<file path="config.mk">
export PLATFORM = sky130hd
export DESIGN_NAME = smbsr_top
export DESIGN_NICKNAME = d
export VERILOG_FILES = /design/src/verilog/smbsr_pkg.sv /design/src/verilog/smbsr_pin_sync.sv /design/src/verilog/smbsr_top.sv
export SDC_FILE = /design/constraint.sdc
export NUM_CORES = 1
export LEC_CHECK = 0
export ABC_AREA = 0
export BUFFER_PORTS_ARGS = -buffer_cell sky130_fd_sc_hd__buf_2
export CORE_MARGIN = 4
export CORE_UTILIZATION = 42
export CTS_BUF_LIST = sky130_fd_sc_hd__clkbuf_8
export CTS_CLUSTER_DIAMETER = 50
export CTS_CLUSTER_SIZE = 30
export DETAILED_ROUTE_END_ITERATION = 8
export PLACE_DENSITY_LB_ADDON = 0.2
export REMOVE_ABC_BUFFERS = 1
export SLEW_MARGIN = 20
export SYNTH_ARGS = -nofsm -noshare
export SYNTH_HDL_FRONTEND = slang
export SYNTH_SLANG_ARGS = --single-unit
export TNS_END_PERCENT = 10
</file>
<file path="constraint.sdc">
create_clock -name clk_sys_i -period 4.9 [get_ports clk_sys_i]
set_clock_uncertainty 0.2 [all_clocks]
set_input_delay 0 -clock clk_sys_i [delete_from_list [all_inputs] [get_ports clk_sys_i]]
set_output_delay 0 -clock clk_sys_i [all_outputs]
set_load 0.02 [all_outputs]
</file>
<file path="src/verilog/smbsr_pkg.sv">
/*
  Constants and types shared by the SMBus status and error report block.
  Assumes a 32-bit classic Wishbone register bus with byte addresses.
*/
package smbsr_pkg;

  // ***************************************************************
  // Register map
  // ***************************************************************
  localparam logic [11:0] SMBSR_STATUS_OFS   = 12'h424;
  localparam logic [11:0] SMBSR_EVT_STS_OFS  = 12'h430;
  localparam logic [11:0] SMBSR_EVT_CLR_OFS  = 12'h434;
  localparam logic [11:0] SMBSR_EVT_EN_OFS   = 12'h438;

  // ***************************************************************
  // Status word fields
  // ***************************************************************
  localparam int SMBSR_SLV_ADDR_LSB  = 1;
  localparam int SMBSR_MST_ADDR_LSB  = 9;
  localparam int SMBSR_DONE_BIT      = 24;
  localparam int SMBSR_ERR_LSB       = 25;
  localparam int SMBSR_ADDR_W        = 7;
  localparam int SMBSR_ERR_W         = 5;
  localparam int SMBSR_EVT_W         = 6;

  // Error vector positions, relative to SMBSR_ERR_LSB
  localparam int SMBSR_E_NACK        = 0;
  localparam int SMBSR_E_ARB         = 1;
  localparam int SMBSR_E_COND        = 2;
  localparam int SMBSR_E_CKSUM       = 3;
  localparam int SMBSR_E_UNMAP       = 4;

  // ***************************************************************
  // Reset values and counts
  // ***************************************************************
  localparam logic [4:0]  SMBSR_ERR_RST      = 5'h00;
  localparam logic [5:0]  SMBSR_EVT_RST      = 6'h00;
  localparam logic [6:0]  SMBSR_ADDR_RST     = 7'h00;
  localparam logic [31:0] SMBSR_RDATA_RST    = 32'h0000_0000;
  localparam logic [3:0]  SMBSR_ARB_CNT_RST  = 4'h0;
  localparam logic [3:0]  SMBSR_ARB_LAST     = 4'hF;  // 16th consecutive loss
  localparam int          SMBSR_SYNC_STAGES  = 2;

  // ***************************************************************
  // Types
  // ***************************************************************
  typedef struct packed {
    logic no_ack;      // Unexpected NACK seen
    logic arb_lost;    // One arbitration attempt lost
    logic arb_won;     // Arbitration won, transfer owns the bus
    logic busy;        // Inside a byte, no START or STOP allowed
  } smbsr_mst_evt_t;

  typedef struct packed {
    logic finished;    // EEPROM load reached its end
    logic checksum_bad;
    logic no_done_cmd;
    logic unmapped;    // Write to a register that does not exist
  } smbsr_load_evt_t;

  typedef struct packed {
    logic       ack;
    logic [31:0] rdata;
    logic       strap_taken;
    logic [6:0] slv_addr;
    logic [6:0] mst_addr;
    logic [4:0] err;
    logic       done;
    logic [5:0] evt_sts;
    logic [5:0] evt_en;
    logic [3:0] arb_cnt;
    logic       retry;
    logic       abort;
    logic       scl_d;
    logic       sda_d;
  } smbsr_state_t;

endpackage

</file>
<file path="src/verilog/smbsr_pin_sync.sv">
/*
  Two-stage synchroniser for the master SMBus clock and data pins.
  Assumes the pins are asynchronous to clk_sys_i.
*/
`timescale 1ns/1ps
module smbsr_pin_sync
  import smbsr_pkg::*;
(
  input  wire logic       clk_sys_i,
  input  wire logic       reset_i,
  input  wire logic [1:0] pin_i,
  output logic      [1:0] pin_o
);

  logic [1:0] meta_r;
  logic [1:0] hold_r;

  // ***************************************************************
  // Sync stages, pins idle high
  // ***************************************************************
  always_ff @(posedge clk_sys_i) begin
    if (reset_i) begin
      meta_r <= 2'h3;
      hold_r <= 2'h3;
    end else begin
      meta_r <= pin_i;
      hold_r <= meta_r;
    end
  end

  assign pin_o = hold_r;

endmodule

</file>
<file path="src/verilog/smbsr_top.sv">
/*
  SMBus status and error report: status word, sticky errors,
  arbitration retry count, event interrupt, Wishbone slave.
  Assumes a master SMBus engine on clk_sys_i and SMBus pins from outside.
*/
// Contract
// - Slave address shown read-only, bits 7:1
// - Master address shown read-only, bits 15:9
// - Done flag on load end or load error (checksum, no done command, unmapped), only while eeprom_init_mode_i is high
// - Unexpected NACK sets bit 25
// - Lost arbitration retried without software
// - Sixteen losses abort, set bit 26
// - Misplaced START or STOP sets bit 27
// - Bad checksum or no done command: 28
// - Unmapped register load sets bit 29
`timescale 1ns/1ps
module smbsr_top
  import smbsr_pkg::*;
(
  input  wire logic                   clk_sys_i,
  input  wire logic                   reset_i,
  input  wire logic                   wb_cyc_i,
  input  wire logic                   wb_stb_i,
  input  wire logic                   wb_we_i,
  input  wire logic [11:0]            wb_adr_i,
  input  wire logic [3:0]             wb_sel_i,
  input  wire logic [31:0]            wb_dat_i,
  output logic      [31:0]            wb_dat_o,
  output logic                        wb_ack_o,
  input  wire logic [6:0]             slave_port_address_i,
  input  wire logic [6:0]             master_port_address_i,
  input  wire logic                   eeprom_init_mode_i,
  input  wire smbsr_pkg::smbsr_mst_evt_t  mst_evt_i,
  input  wire smbsr_pkg::smbsr_load_evt_t load_evt_i,
  input  wire logic                   msmb_scl_i,
  input  wire logic                   msmb_sda_i,
  output logic                        arb_retry_o,
  output logic                        xfer_abort_o,
  output logic                        irq_o
);
  import smbsr_pkg::*;

  smbsr_state_t s_r;
  smbsr_state_t s_nxt;
  logic [1:0]   pins_sync;
  logic         scl_s;
  logic         sda_s;
  logic         start_det;
  logic         stop_det;
  logic         cond_bad;
  logic         arb_final;
  logic         bus_wr;
  logic [4:0]   err_set;
  logic [4:0]   err_clr;
  logic         done_set;
  logic [5:0]   evt_set;
  logic [31:0]  status_word;

  function automatic logic hit(input logic [11:0] adr, input logic [11:0] ofs);
    hit = (adr == ofs);
  endfunction

  // ***************************************************************
  // Pin synchroniser
  // ***************************************************************
  smbsr_pin_sync u_sync (
    .clk_sys_i (clk_sys_i),
    .reset_i   (reset_i),
    .pin_i     ({msmb_scl_i, msmb_sda_i}),
    .pin_o     (pins_sync)
  );

  assign scl_s = pins_sync[1];
  assign sda_s = pins_sync[0];

  // ***************************************************************
  // Event decode
  // ***************************************************************
  always_comb begin
    start_det = s_r.scl_d && scl_s && s_r.sda_d && !sda_s;
    stop_det  = s_r.scl_d && scl_s && !s_r.sda_d && sda_s;
    cond_bad  = mst_evt_i.busy && (start_det || stop_det);
    arb_final = mst_evt_i.arb_lost && (s_r.arb_cnt == SMBSR_ARB_LAST);
    bus_wr    = wb_cyc_i && wb_stb_i && wb_we_i && s_r.ack;
    err_set   = '0;
    err_set[SMBSR_E_NACK]  = mst_evt_i.no_ack;
    err_set[SMBSR_E_ARB]   = arb_final;
    err_set[SMBSR_E_COND]  = cond_bad;
    err_set[SMBSR_E_CKSUM] = load_evt_i.checksum_bad || load_evt_i.no_done_cmd;
    err_set[SMBSR_E_UNMAP] = load_evt_i.unmapped;
    err_clr = '0;
    if (bus_wr && hit(wb_adr_i, SMBSR_STATUS_OFS) && wb_sel_i[3]) begin
      err_clr = wb_dat_i[SMBSR_ERR_LSB +: SMBSR_ERR_W];
    end
    done_set = eeprom_init_mode_i && (load_evt_i.finished || (|err_set[4:3]));
    evt_set  = {err_set, done_set && !s_r.done};
    status_word = '0;
    status_word[SMBSR_SLV_ADDR_LSB +: SMBSR_ADDR_W] = s_r.slv_addr;
    status_word[SMBSR_MST_ADDR_LSB +: SMBSR_ADDR_W] = s_r.mst_addr;
    status_word[SMBSR_DONE_BIT]                     = s_r.done;
    status_word[SMBSR_ERR_LSB +: SMBSR_ERR_W]       = s_r.err;
  end

  // ***************************************************************
  // Next state
  // ***************************************************************
  always_comb begin
    s_nxt       = s_r;
    s_nxt.scl_d = scl_s;
    s_nxt.sda_d = sda_s;
    s_nxt.retry = 1'b0;
    s_nxt.abort = 1'b0;
    // Straps caught once, after reset release
    if (!s_r.strap_taken) begin
      s_nxt.strap_taken = 1'b1;
      s_nxt.slv_addr    = slave_port_address_i;
      s_nxt.mst_addr    = master_port_address_i;
    end
    // Arbitration retry and abort
    if (mst_evt_i.arb_lost) begin
      if (arb_final) begin
        s_nxt.abort   = 1'b1;
        s_nxt.arb_cnt = SMBSR_ARB_CNT_RST;
      end else begin
        s_nxt.retry   = 1'b1;
        s_nxt.arb_cnt = 4'(s_r.arb_cnt + 4'h1);
      end
    end else if (mst_evt_i.arb_won) begin
      s_nxt.arb_cnt = SMBSR_ARB_CNT_RST;
    end
    // Sticky flags, set wins over clear
    s_nxt.err  = (s_r.err & ~err_clr) | err_set;
    s_nxt.done = s_r.done | done_set;
    if (bus_wr && hit(wb_adr_i, SMBSR_EVT_CLR_OFS) && wb_sel_i[0]) begin
      s_nxt.evt_sts = (s_r.evt_sts & ~wb_dat_i[5:0]) | evt_set;
    end else begin
      s_nxt.evt_sts = s_r.evt_sts | evt_set;
    end
    if (bus_wr && hit(wb_adr_i, SMBSR_EVT_EN_OFS) && wb_sel_i[0]) begin
      s_nxt.evt_en = wb_dat_i[5:0];
    end
    // Wishbone answer one cycle after the request
    s_nxt.ack = wb_cyc_i && wb_stb_i && !s_r.ack;
    if (wb_cyc_i && wb_stb_i && !s_r.ack) begin
      unique case (1'b1)
        hit(wb_adr_i, SMBSR_STATUS_OFS):  s_nxt.rdata = status_word;
        hit(wb_adr_i, SMBSR_EVT_STS_OFS): s_nxt.rdata = {26'h0, s_r.evt_sts};
        hit(wb_adr_i, SMBSR_EVT_EN_OFS):  s_nxt.rdata = {26'h0, s_r.evt_en};
        default:                          s_nxt.rdata = SMBSR_RDATA_RST;
      endcase
    end
  end

  // ***************************************************************
  // State register
  // ***************************************************************
  always_ff @(posedge clk_sys_i) begin
    if (reset_i) begin
      s_r.ack         <= 1'b0;
      s_r.rdata       <= SMBSR_RDATA_RST;
      s_r.strap_taken <= 1'b0;
      s_r.slv_addr    <= SMBSR_ADDR_RST;
      s_r.mst_addr    <= SMBSR_ADDR_RST;
      s_r.err         <= SMBSR_ERR_RST;
      s_r.done        <= 1'b0;
      s_r.evt_sts     <= SMBSR_EVT_RST;
      s_r.evt_en      <= SMBSR_EVT_RST;
      s_r.arb_cnt     <= SMBSR_ARB_CNT_RST;
      s_r.retry       <= 1'b0;
      s_r.abort       <= 1'b0;
      s_r.scl_d       <= 1'b1;
      s_r.sda_d       <= 1'b1;
    end else begin
      s_r <= s_nxt;
    end
  end

  // ***************************************************************
  // Outputs
  // ***************************************************************
  assign wb_dat_o     = s_r.rdata;
  assign wb_ack_o     = s_r.ack;
  assign arb_retry_o  = s_r.retry;
  assign xfer_abort_o = s_r.abort;
  assign irq_o        = |(s_r.evt_sts & s_r.evt_en);
endmodule
</file>
==> results_dict.tcl <==
set metrics [dict create \
    outcome "complete, no violations" \
    synthSimpleGateAreaFrac_pct 15.56 \
    tns_ps 0 \
    drv_slew 0 \
    initial_core_util_pct 43.95 \
    pwr-share-clk_pct 36.7 \
    area_growth_pct 32.23 \
    grt_pass1_vias 2377 \
    cts_max_level 3 \
    antenna_found_initial 0 \
    grt_max_degree 42 \
    synth_edf_count 0 \
    root_buffer "clkbuf_8" \
    cts_buffer_depth 2 \
    fillCellCount 588 \
    p_int_w 0.0008264 \
    ant_nets 0 \
    die_h_um 89.98 \
    drt-total-wl_um 6694 \
    p_switching_w 0.0002591 \
    synthesis.area_um2 2823 \
    critical_path_buf_inv_count 5 \
    crit_chain "dlygate4sd3_1 -> buf_2 -> nand2_1 -> dlygate4sd3_1 -> nor2_1 -> nand4_1 -> dlygate4sd3_1 -> a21oi_1 -> dlygate4sd3_1" \
    antenna_cells 0 \
    clk_pin_slew_ps 70 \
    yosysMostFrequentCell "dfxtp_1" \
    yosysUniqueCellTypes 41 \
    clock-sinks 67 \
    maxCapViolations 0 \
    clock.fmax_mhz 372.0 \
    cpMostUsedCell "dlygate4sd3_1" \
    endpoint_kind "flip-flop" \
    vias_per_cell 4.940 \
    hold_class "in -> reg" \
    core-area_um2 6422 \
    p_seq_share_pct 52.9 \
    gp_congestion 0.7243 \
    finalNonFillerCells 470 \
    ctsHoldBuffers 50 \
    yosysWarnings 0 \
    yosysSeqAreaShare_pct 47.52 \
    cts_made_buffers 9 \
    dp_hpwl_um 4449 \
    drive_gt1_share_pct 27.23 \
    die_x_um 89.98 \
    synth_area_per_cell_um2 9.939 \
    p_leak_nw 1.661 \
    setup_violations 0 \
    power.density_nw_per_um2 290.8 \
    yosysTopAreaCell "dfxtp_1" \
    ys_top_cells_by_count "dfxtp_1, buf_4, mux2i_1, nor2_1, nand2_1" \
    seqCellArea_um2 1341 \
    required_ps 4980 \
    muxShareOfSynthArea_pct 9.220 \
    io_buffer_count 79 \
    synth_seq_cells 67 \
    nets 469 \
    dr.pass1.iters 4 \
    ir_worst_vdd_mv 0.1689 \
    critPathMaxStageDelay_ps 580 \
    critical_path.slowest_cell "dlygate4sd3_1" \
    vias 2322 \
    arrival_ps 2770 \
    max_slew_margin_pct 44.10 \
    die_area_um2 8096 \
    crit_path_start_kind "primary input" \
    rsz0062_at_grt "no" \
    syn_inst 284 \
    period_share_pct 54.87 \
    cts_resized 0 \
    swShare_pct 23.87 \
    tightest_slew_ps 837.3 \
    grt_pass1_wl_um 11100 \
    grt_overflow 0 \
    async_reset_ff_share_pct 0 \
    synth-xor-area-share_pct 0.3103 \
    path_class "in -> reg" \
    ios 114 \
    clock_latency_ps 330 \
    synth_ff_type "dfxtp_1" \
    placed_cells 406 \
    synth_compound_area_share_pct 15.20 \
    hold_viol_final 0 \
    wl_per_cell_um 14.24 \
    grt_use_total_pct 17.02 \
    cts_tree "built" \
    crit_fanout 3 \
    post_cts_buffers 0 \
    synth_top_family_by_area "simple AND/OR/NAND/NOR gates" \
    crit_family "buffers and inverters" \
    multi_input_area_um2 1197 \
    combPwrFrac_pct 10.4 \
    row_count 29 \
    synth_top_area_share_pct 47.52 \
    synthTopCellsByArea "dfxtp_1, mux2i_1, buf_4" \
    synthAdderAreaFrac_pct 0.4433 \
    drc 0 \
    min_period_ps 2689 \
    drt_iter0_markers 47 \
]
-- area by class of cell --
| type | count | area share [%] |
|---|---|---|
| clock buffer | 11 | 4.056 |
| multi-input combinational | 175 | 32.08 |
| timing repair buffer | 130 | 24.20 |
| tap | 77 | 2.581 |
| inverter | 7 | 0.7040 |
| clock inverter | 3 | 0.4358 |
| sequential | 67 | 35.94 |
-- worst paths after layout --
kind	slack (ps)	to	from	depth (start not counted)
setup / recovery	2210	wb_dat_o[26]	wb_stb_i	9
hold / removal	20	s_r[9]	wb_adr_i[3]	4
setup reg to reg	2510	s_r[19]	wb_ack_o	5
hold reg to reg	210	u_sync.pin_o[0]	u_sync.meta_r[0]	1
-- registers in the layout (all words and copies together), names as in the netlist --
name / flops
arb_retry_o: 1
s_r: 39
u_sync.meta_r: 2
u_sync.pin_o: 2
wb_ack_o: 1
wb_dat_o: 21
xfer_abort_o: 1
-- cells in the final DEF, fill, tap and decap left out, types with 2 or more instances in the layout --
master / netlist / routed
buf_2: 1 / 79
dfxtp_1: 67 / 67
dlygate4sd3_1: 0 / 50
mux2i_1: 26 / 26
nor2_1: 25 / 25
nand2_1: 20 / 20
a22o_1: 19 / 19
conb_1: 1 / 11
clkbuf_8: 0 / 11
a311oi_1: 10 / 10
a21oi_1: 10 / 10
inv_1: 7 / 8
or2_2: 7 / 7
nor2b_1: 5 / 5
o2bb2ai_1: 5 / 5
nand3_1: 4 / 4
a22oi_1: 3 / 3
nand3b_1: 2 / 2
nor3_2: 2 / 2
nor3_1: 2 / 2
nand4_1: 2 / 2
nand2b_1: 2 / 2
a31oi_1: 2 / 2
or4_1: 2 / 2
o21ai_0: 2 / 2
-- power groups by stage --
stage	combinational, W	sequential, W	clock, W
2_1_floorplan	0.0000418	0.000584	0
3_3_place_gp	0.0000811	0.000586	0
3_5_place_dp	0.0000825	0.000587	0
4_1_cts	0.000112	0.000574	0.000410
5_1_grt	0.000125	0.000577	0.000436
6_report	0.000113	0.000574	0.000398
-- worst reg2reg max path, stage by stage (launching register included) --
cell           delay [ps]
dfxtp_1               350
and4_1                250
nand2_1               100
nor4_2                600
a311oi_1              190
dlygate4sd3_1         590
-- per-layer routing --
| layer | track usage [%] | share of wire (%) |
|---|---|---|
| met1 | 20.40 | 45 |
| met2 | 27.51 | 47 |
| met3 | 4.925 | 5.5 |
| met4 | 9.311 | 2.6 |
| met5 | 0 | 0 |
-- logic make-up after synthesis --
group | after synthesis
xor+xnor | 1
fa+ha+maj | 1
flops | 67
compound gates | 53
buf+inv | 52
other cells | 1
simple gates | 83
mux | 26
-- per-stage QoR --
| stage | worst slack (ps) | power [W] | hold WS, ps | utilization (%) | instance area [µm²] |
|---|---|---|---|---|---|
| 3_3_place_gp | 2573 | 0.0006671 | -17.24 | 47.61 | 3058 |
| 2_1_floorplan | 3090 | 0.0006261 | -130.9 | - | 2559 |
| 4_1_cts | 2155 | 0.001096 | 4.817 | 58.02 | 3726 |
| 5_1_grt | 2125 | 0.001137 | 34.93 | 58.11 | 3732 |
| 3_5_place_dp | 2518 | 0.0006691 | -15.53 | 47.61 | 3058 |
| 6_report | 2212 | 0.001086 | 17.95 | 58.11 | 3732 |
Power figures use the tool's default switching activity.
